$ cat src/rtl/wdg_defines.vh
// constants for the watchdog reset timer: register layout, reset value, timing
// assumes a 20 MHz core clock; included by the design files by bare name
`ifndef WDG_DEFINES_VH
`define WDG_DEFINES_VH

`define WDG_REG_RESET      8'hFE
`define WDG_ACT_BIT        0
`define WDG_SENSE_BIT      1
`define WDG_CLK_PERIOD_NS  50
`define WDG_TICK_CYCLES    3072
`define WDG_TICK_W         12
`define WDG_PULSE_NS       500
`define WDG_PULSE_CYCLES   ((`WDG_PULSE_NS) / (`WDG_CLK_PERIOD_NS))
`define WDG_PULSE_W        4

`endif

$ cat src/rtl/wdg_prescaler.v
// tick generator: one pulse every 3072 core clocks while enabled
// assumes enable is a level gated from registers in the watchdog core
`timescale 1ns/100ps
`include "wdg_defines.vh"
`default_nettype none

module wdg_prescaler (
    input  wire        core_clk,   // core clock
    input  wire        reset_n,    // async reset, active low
    input  wire        run,        // count while high, hold while low
    input  wire        restart,    // restart the interval (on reload)
    output reg         tick        // one-cycle pulse at interval end
);

    reg [`WDG_TICK_W-1:0] count;          // cycles into the current interval
    wire [31:0]           interval_last;  // interval length less one, full width

    // only the counter's width of the last index is compared
    assign interval_last = `WDG_TICK_CYCLES - 1;

    // interval counter; holding (not clearing) on run low keeps a frozen
    // watchdog resuming where it stopped
    always @(posedge core_clk or negedge reset_n) begin
        if (!reset_n) begin
            count <= 12'h000;
            tick  <= 1'b0;
        end else if (restart) begin
            count <= 12'h000;
            tick  <= 1'b0;
        end else if (run) begin
            if (count == interval_last[`WDG_TICK_W-1:0]) begin
                count <= 12'h000;
                tick  <= 1'b1;
            end else begin
                count <= count + 12'h001;
                tick  <= 1'b0;
            end
        end else begin
            tick <= 1'b0;
        end
    end

endmodule // wdg_prescaler

`default_nettype wire

$ cat src/rtl/watchdog_reset_timer.v
// watchdog reset timer: count register, activation, reset pulse, stop control
// assumes software access as a write strobe with data and a read-back port
//
// How it works
// - hardware option: always active, activate bit forced
// - hardware option: activate bit read carries no meaning
// - software option: set bit activates until reset
// - active counter decrements every 3072 clocks
// - timeout programmable in 64 interval steps
// - sense bit cleared while active: 500ns reset
// - clearing sense while active resets immediately
// - register resets FEh, reversed count, sense, activate
// - stop with pin high freezes counter
`timescale 1ns/100ps
`include "wdg_defines.vh"
`default_nettype none

module watchdog_reset_timer (
    input  wire        core_clk,                      // core clock, 20 MHz
    input  wire        reset_n,                       // async reset, active low
    input  wire        activation_select_option,      // 1 = hardware activation
    input  wire        external_stop_control_option,  // 1 = stop control enabled
    input  wire        nonmaskable_interrupt_pin,     // interrupt pin level
    input  wire        reg_write,                     // count register write strobe
    input  wire [7:0]  reg_wdata,                     // count register write data
    input  wire        stop_request,                  // cpu executes stop (pulse)
    input  wire        stop_exit,                     // wakeup ends stop (pulse)
    output reg  [7:0]  watchdog_count_register,       // register read-back
    output reg         watchdog_active,               // watchdog running
    output reg         stop_granted,                  // cpu may enter stop
    output reg         wait_instead,                  // stop taken as wait (pulse)
    output reg         reset_pin_n,                   // reset pin level, low = reset
    output reg         reset_pin_oe                   // reset pin driven low
);

    // register image, msb to lsb: count field bit 0 at bit 7 up to count
    // field bit 5 at bit 2, then the sense bit, then the activate bit; the
    // count field is stored reversed, so a plain decrement of the byte would
    // be wrong and every tick goes through count_of and back through rev6
    //
    // the sense bit doubles as bit 6 of a seven-bit down-counter: when it
    // drops to zero the watchdog has run out, with no extra compare needed
    reg                    hw_option;      // option caught after reset release
    reg                    option_valid;   // option has been caught
    reg                    soft_active;    // software activation latched
    reg                    frozen;         // counter held in stop
    reg [`WDG_PULSE_W-1:0] pulse_count;    // reset pulse cycles left
    reg                    fire;           // start reset pulse next cycle
    wire                   tick;           // interval end from prescaler
    wire                   active_now;     // effective activation
    wire                   hw_forced;      // hardware option in force
    wire [31:0]            pulse_last;     // pulse length less one, full width

    // bit-reverse the six count bits: field bit 0 sits at register bit 7
    function [5:0] rev6;
        input [5:0] v;
        integer i;
        begin
            for (i = 0; i < 6; i = i + 1)
                rev6[i] = v[5-i];
        end
    endfunction

    // seven-bit count value (sense bit is its msb) from a register image
    function [6:0] count_of;
        input [7:0] r;
        begin
            count_of = {r[`WDG_SENSE_BIT], rev6(r[7:2])};
        end
    endfunction

    // effective activation from the latched option or software bit
    // hardware option counts only once the strap has been caught, so the
    // first cycle after reset release is always inactive
    assign hw_forced  = option_valid & hw_option;
    assign active_now = hw_forced | soft_active;

    // the pulse counter is four bits wide; keep only what fits
    assign pulse_last = `WDG_PULSE_CYCLES - 1;

    // interval generator runs only while active and not frozen in stop
    wdg_prescaler u_prescaler (
        .core_clk (core_clk),
        .reset_n  (reset_n),
        .run      (active_now & ~frozen),
        .restart  (reg_write),
        .tick     (tick)
    );

    // option strap caught by a clocked process once reset is released
    always @(posedge core_clk or negedge reset_n) begin
        if (!reset_n) begin
            hw_option    <= 1'b0;
            option_valid <= 1'b0;
        end else if (!option_valid) begin
            hw_option    <= activation_select_option;
            option_valid <= 1'b1;
        end
    end

    // count register: a write loads all bits at once, else ticks count down;
    // the sense bit is the counter msb so 64 steps from 7Fh reach it clear
    always @(posedge core_clk or negedge reset_n) begin
        if (!reset_n) begin
            watchdog_count_register <= `WDG_REG_RESET;
            soft_active             <= 1'b0;
        end else begin
            if (reg_write) begin
                // activate bit is forced high under hardware option; software
                // may only set it under software option, never clear it
                watchdog_count_register <= {reg_wdata[7:1],
                    reg_wdata[`WDG_ACT_BIT] | hw_forced
                    | soft_active};
                if (reg_wdata[`WDG_ACT_BIT])
                    soft_active <= 1'b1;
            end else if (tick) begin
                // decrement the reversed field plus sense bit as one value
                watchdog_count_register <=
                    {rev6(dec_lo(watchdog_count_register)),
                     dec_hi(watchdog_count_register),
                     watchdog_count_register[`WDG_ACT_BIT] | hw_forced};
            end else if (hw_forced) begin
                // reset value reads the activate bit as zero; under the hardware
                // option it is raised as soon as the strap is known, so reads
                // agree with the always-active state from then on
                watchdog_count_register[`WDG_ACT_BIT] <= 1'b1;
            end
        end
    end

    // low six bits of the decremented count
    function [5:0] dec_lo;
        input [7:0] r;
        reg   [6:0] d;
        begin
            d      = count_of(r) - 7'h01;
            dec_lo = d[5:0];
        end
    endfunction

    // sense bit of the decremented count
    function dec_hi;
        input [7:0] r;
        reg   [6:0] d;
        begin
            d      = count_of(r) - 7'h01;
            dec_hi = d[6];
        end
    endfunction

    // reset trigger: sense bit clear while active, by timeout or by a
    // software write clearing it (the latter is the software reset)
    always @(posedge core_clk or negedge reset_n) begin
        if (!reset_n) begin
            fire            <= 1'b0;
            watchdog_active <= 1'b0;
        end else begin
            watchdog_active <= active_now;
            fire <= active_now & ~watchdog_count_register[`WDG_SENSE_BIT]
                    & (pulse_count == 4'h0);
        end
    end

    // reset pulse of nominal length on the reset pin; this block's own
    // reset then comes back through reset_n from the system; the pin is
    // released for one cycle between pulses, so a board that never routes
    // it back into reset_n sees a train of pulses rather than a stuck low
    always @(posedge core_clk or negedge reset_n) begin
        if (!reset_n) begin
            pulse_count  <= 4'h0;
            reset_pin_n  <= 1'b1;
            reset_pin_oe <= 1'b0;
        end else if (fire && pulse_count == 4'h0) begin
            pulse_count  <= pulse_last[`WDG_PULSE_W-1:0];
            reset_pin_n  <= 1'b0;
            reset_pin_oe <= 1'b1;
        end else if (pulse_count != 4'h0) begin
            pulse_count  <= pulse_count - 4'h1;
        end else begin
            reset_pin_n  <= 1'b1;
            reset_pin_oe <= 1'b0;
        end
    end

    // stop handling: inactive watchdog lets stop through; active watchdog
    // freezes only with stop control enabled and the interrupt pin high,
    // otherwise stop degrades to wait and the counter keeps running;
    // a request that meets stop_exit in one cycle is dropped, so the cpu
    // never stays stopped with no wakeup left pending
    always @(posedge core_clk or negedge reset_n) begin
        if (!reset_n) begin
            frozen       <= 1'b0;
            stop_granted <= 1'b0;
            wait_instead <= 1'b0;
        end else begin
            wait_instead <= 1'b0;
            if (stop_exit) begin
                frozen       <= 1'b0;
                stop_granted <= 1'b0;
            end else if (stop_request && !stop_granted) begin
                if (!active_now) begin
                    stop_granted <= 1'b1;
                end else if (external_stop_control_option
                             && nonmaskable_interrupt_pin) begin
                    frozen       <= 1'b1;
                    stop_granted <= 1'b1;
                end else begin
                    wait_instead <= 1'b1;
                end
            end
        end
    end

endmodule // watchdog_reset_timer

`default_nettype wire

$ cat config.mk
export PLATFORM = sky130hd
export DESIGN_NAME = watchdog_reset_timer
export DESIGN_NICKNAME = d
export VERILOG_FILES = /design/src/rtl/wdg_prescaler.v /design/src/rtl/watchdog_reset_timer.v
export VERILOG_INCLUDE_DIRS = /design/src /design/src/rtl
export SDC_FILE = /design/constraint.sdc
export NUM_CORES = 1
export LEC_CHECK = 0
export ABC_AREA = 1
export BUFFER_PORTS_ARGS = -buffer_cell sky130_fd_sc_hd__buf_2
export CAP_MARGIN = 20
export CELL_PAD_IN_SITES_DETAIL_PLACEMENT = 1
export CELL_PAD_IN_SITES_GLOBAL_PLACEMENT = 2
export CORE_UTILIZATION = 33
export CTS_BUF_LIST = sky130_fd_sc_hd__clkbuf_4 sky130_fd_sc_hd__clkbuf_8 sky130_fd_sc_hd__clkbuf_16
export DETAILED_ROUTE_END_ITERATION = 10
export GPL_ROUTABILITY_DRIVEN = 1
export PLACE_DENSITY_LB_ADDON = 0.1
export SLEW_MARGIN = 40
export SYNTH_ARGS = -nofsm -noshare
export SYNTH_HDL_FRONTEND = slang
export SYNTH_SLANG_ARGS = --single-unit
$ cat constraint.sdc
create_clock -name core_clk -period 1.76 [get_ports core_clk]
set_clock_uncertainty 0.15 [all_clocks]
set_input_delay 0 -clock core_clk [delete_from_list [all_inputs] [get_ports core_clk]]
set_output_delay 0 -clock core_clk [all_outputs]
set_load 0.02 [all_outputs]
* Yosys cells after proc, flatten, opt, wreduce, memory -nomap -nowiden *
Cells that the tools add are included.

cells by class
  $add $sub $neg = 3
  equality and inequality tests = 3
  muxes and demuxes = 27
  bitwise operators = 10
  reduce and logical (&&, ||, !) cells = 16

operator list
  cell                     count
  $mux W12                 3
  $mux W1                  20
  $add A12 B1 Y12 const B  1
  $eq A12 B12 Y1 const B   1
  $reduce_bool A2 Y1       6
  $mux W4                  2
  $mux W8                  1
  $mux W7                  1
  $sub A7 B1 Y7 const B    1
  $and A1 B1 Y1            4
  $logic_not A4 Y1         1
  $or A1 B1 Y1             4
  $reduce_and A2 Y1        2
  $reduce_bool A4 Y1       1
  $sub A4 B1 Y4 const B    1
  $logic_and A1 B1 Y1      3
  $ne A3 B2 Y1 const B     1
  $reduce_and A3 Y1        1
  $reduce_bool A3 Y1       1
  $ne A2 B2 Y1 const B     1
  $not A1 Y1               2
  $logic_not A1 Y1         1

storage, ports and cells
  register bits after elaboration = 35
  bits of input ports = 16
  output and inout port bits = 13
  word-level logic and storage cells = 74

* Longest topological paths before layout *
  depth in word-level cells = 5
  mapped depth = 8
  mapped depth without buffers = 8

* Cells and area by module *
From an unflattened synthesis, not the netlist that was laid out.

second synthesis, totals
  cell total of the unflattened synthesis = 226
  area total of the unflattened synthesis = 1870.5 µm²

by module, submodules not included
  module                instances  cells each  area an instance (µm²)  seq. area each (µm²)
  watchdog_reset_timer  1          121         1071.0                  560.5
  wdg_prescaler         1          105         799.5                   325.3

* Least setup slack after synthesis *
Ideal clock, no wire load.

  path kind = reg-to-reg
  start = reg watchdog_count_register[7]
  end = reg watchdog_count_register[1]
  setup time = 87 ps
  arrival time = 1174 ps
  data required time = 1523 ps
  slack = 349 ps
  cell stages (with the launch flop) = 6
  path buffers = 0
  clock period less this slack = 1411 ps
  cell sequence = dfstp_2 inv_1 ha_1 nand3_1 xor2_1 o21ai_0

between the ends
  word-level cells in the longest chain between the ends = 3

ends and longest elaborated chain
  element                   line                        text
  start: declaration        watchdog_reset_timer.v:28   output reg [7:0] watchdog_count_register,
  start signal: assignment  watchdog_reset_timer.v:105  watchdog_count_register <= `WDG_REG_RESET;
  start signal: assignment  watchdog_reset_timer.v:111  watchdog_count_register <= {reg_wdata[7:1],
  start signal: assignment  watchdog_reset_timer.v:118  watchdog_count_register <=
  $sub A7 B1 Y7             watchdog_reset_timer.v:146  d = count_of(r) - 7'h01;
  $mux W7                   watchdog_reset_timer.v:116  end else if (tick) begin
  $mux W8                   watchdog_reset_timer.v:108  if (reg_write) begin

No other way between the ends. The select of a mux whose other input is x is not followed.
A chain may end at the register's enable or synchronous reset.

* Final worst setup path *
  start = reg option_valid
  end = reg stop_granted

between the ends
  word-level cells in the longest chain between the ends = 5
  elaborated cells on any way between the ends = 7
  those cells by class = eq/ne (1); mux (3); bitwise (2); reduce/logical (1)

ends and longest elaborated chain
  element                   line                        text
  start: declaration        watchdog_reset_timer.v:44   reg option_valid;
  start signal: assignment  watchdog_reset_timer.v:94   option_valid <= 1'b0;
  start signal: assignment  watchdog_reset_timer.v:97   option_valid <= 1'b1;
  $and A1 B1 Y1 *           watchdog_reset_timer.v:75   assign hw_forced = option_valid & hw_option;
  $or A1 B1 Y1 *            watchdog_reset_timer.v:76   assign active_now = hw_forced | soft_active;
  named net active_now      watchdog_reset_timer.v:50   wire active_now;
  $mux W1                   watchdog_reset_timer.v:201  if (!active_now) begin
  $mux W1                   watchdog_reset_timer.v:200  end else if (stop_request && !stop_granted) begin
  $mux W1                   watchdog_reset_timer.v:197  if (stop_exit) begin
  end signal: assignment    watchdog_reset_timer.v:199  stop_granted <= 1'b0;
  end signal: assignment    watchdog_reset_timer.v:202  stop_granted <= 1'b1;
  end signal: assignment    watchdog_reset_timer.v:206  stop_granted <= 1'b1;
  end: declaration          watchdog_reset_timer.v:30   output reg stop_granted,

Mark *: on every way through the listed nets, which the timed path passes. The rest lies on a longest branch. The select of a mux whose other input is x is not followed.

==> metrics <==
Routed Antenna Nets=0; Final Cycle Share=93.9%; IO Port Bufs=28; Via Count=1610; total power=2.26 mW; CP max stage cell=dlygate4sd3_1; Fmax=about 610 MHz; Finished Layout Cells=between 300 and 400; Vias/cell=4.71; max-slew violation count=0; Core Box Area=roughly 5200 µm²; final estimated routing congestion in global placement=0.710; Die W=76.5 µm; CTS tree=done; Yosys warnings=0; P per Cell Area=roughly 950 nW/µm²; type of destination of the critical path=flip-flop; area grow syn2layout=30.5%; Max-Slew Margin vs Limit=65.9%; Starting Density=34.9%; hold_buf cts=20; RSZ-0062 raised after global routing=no; global route overflow=0; Synth area leaders=dfrtp_1 37%, dfstp_2 11%, nand2_1 11%; post-route cell area=2390 µm²; Final min period=roughly 1.7 ns; HPWL after DPL=3120 µm; syn_area_per_cell=8.47 µm²; crit path DAT=1.71 ns; drt wl/cell=12.8 µm; antenna violations before repair=0; Top-Level Pins=29; Syn Inst Count=216; FP Rows=26; Post-CTS Resized=0; placed instance count=between 300 and 400; Iter 0 DRT Violations=35; die area=5850 µm²; Worst Reg-to-Reg Cells=6; Reg clk slew, reported paths=roughly 0.070 ns; Syn Nets=about 240; flops & latches, synth=35; postcts setup bufs=0; leak pwr=around 1.2 nW; Max IR drop VDD=0.000540 V; Sum Neg Setup Slack=0 ns; most frequent cells in the layout=54 x nand2_1, 31 x inv_1, 28 x buf_2, 27 x dfrtp_1, 20 x dlygate4sd3_1; Yosys top cell area share=between 30% and 40%; Synth area leader=dfrtp_1; delay-heaviest family, CP=buffers and inverters; # Max-Cap Violations=0; global-route wire length before repair=7930 µm; Final setup viols=0; H-Tree Level Count=2; most common cell after layout, fill and taps aside=nand2_1; Req. time, crit path=around 1.8 ns; vias in the first global route=1736; die height=around 76 µm; DRC=0; post-synthesis cell area=roughly 1800 µm²; Slowest Stage Delay on Critical Path=0.56 ns; Final Hold Viols=0; Worst Hold Class=input port to asynchronous set/reset pin; Worst path depth=6; Distinct cells, synth=31; Root Driver=clkbuf_8; largest net degree at the start of global routing=36; Clk Latency, worst-skew pair=0.28 ns; total track usage=16.9%; n_diodes=0; Worst setup SP type=flip-flop; crit path max fanout=6; Routed Wire Length=~4400 µm; Area after DPL=approximately 2100 µm²; Max Root-Sink Buffers=2; TritonCTS Buffers=5; crit path buf inv count=1; critical path startpoint=option_valid; fin util=45.6%; Final nets=between 200 and 300; worst-path cell chain=nand2_2, nand2_4, nand3b_1, nand2_1, dlygate4sd3_1, a21oi_1; WS Path Type=flip-flop to flip-flop; clock sink count=35; DR pass1 iterations=4; Tightest Pin Transition=0.510 ns; reg2reg start=option_valid; sequential area share after synthesis=48.4%; outcome=finished clean; share of cells above drive strength 1=a little under a quarter
where the power goes:
part	switching, mW	internal [mW]
clock network	0.293	0.458
registers	0.0697	0.930
logic	0.295	0.214
final cells by class:
class / instances / area, µm²
Fill cell: 645 / 2850
Sequential cell: 35 / 886
Multi-Input combinational cell: 147 / 806
Timing Repair Buffer: 51 / 375
Inverter: 31 / 116
Tap cell: 70 / 87.6
Clock buffer: 6 / 82.6
Clock inverter: 2 / 35.0
cells in the mapped netlist:
| cell type | n |
|---|---|
| nor2_4 | 2 |
| nand3_2 | 4 |
| clkbuf_1 | 1 |
| buf_6 | 1 |
| xnor2_1 | 4 |
| nand4_1 | 5 |
| mux2i_1 | 1 |
| inv_1 | 31 |
| o21ai_2 | 2 |
| nand2_4 | 4 |
| nand2_2 | 2 |
| xor2_1 | 2 |
| a31oi_1 | 1 |
| nor3_1 | 2 |
| nand2_1 | 54 |
| o22ai_1 | 1 |
| nand3b_1 | 1 |
| o211ai_1 | 4 |
| a21oi_1 | 8 |
| dfrtp_1 | 27 |
| buf_4 | 1 |
| conb_1 | 1 |
| nor2_1 | 18 |
| o2111ai_1 | 1 |
| a22oi_1 | 4 |
| nand3_1 | 10 |
| dfstp_2 | 8 |
| ha_1 | 4 |
| nor2_2 | 1 |
| o21ai_0 | 7 |
| o21ai_1 | 4 |
sequential cells by signal (all words and copies together) (netlist names):
register                 flops
u_prescaler.count           12
watchdog_count_register      8
pulse_count                  4
fire                         1
frozen                       1
hw_option                    1
option_valid                 1
reset_pin_n                  1
reset_pin_oe                 1
soft_active                  1
stop_granted                 1
u_prescaler.tick             1
wait_instead                 1
watchdog_active              1
routing by layer:
layer	vias up	track usage, %	share of wire [%]
met5	-	0	0
met4	0	5.19	1.2
met3	6	3.35	3.5
met2	33	28.5	47
met1	767	21.8	48
li1	804	-	-
cell families (layout without fill, tap and decap cells):
family,after synthesis,after routing,synth area share (%)
and+or+nand+nor,103,103,27.1
AOI/OAI and AO/OA,32,32,10.6
xor gates and xnor gates,6,6,2.87
other,1,1,0.205
muxes,1,1,0.547
buffers and inverters,34,90,7.59
adders and majority gates,4,4,2.73
DFF,35,35,48.4
worst min-delay path, cell delays in order:
cell and delay, ns:
dlygate4sd3_1 0.52, buf_2 0.12, buf_12 0.21
metrics by stage:
stage	hold WS, ns	setup slack (ns)
floorplan	-0.446	0.349
global placement	-0.169	0.268
detailed placement	-0.171	0.198
CTS	0.0541	0.119
global route	0.0711	0.00622
finish	0.0559	0.108
worst paths after layout:
check	endpoint	slack [ns]
min in group core_clk	stop_granted	0.27
worst max register to register	stop_granted	0.11
max in group asynchronous	reset_pin_n	1.16
worst min register to register	reset_pin_n	0.33
worst max-delay path	stop_granted	0.11
worst min-delay path	pulse_count[1]	0.06
Power figures use the tool's default switching activity.
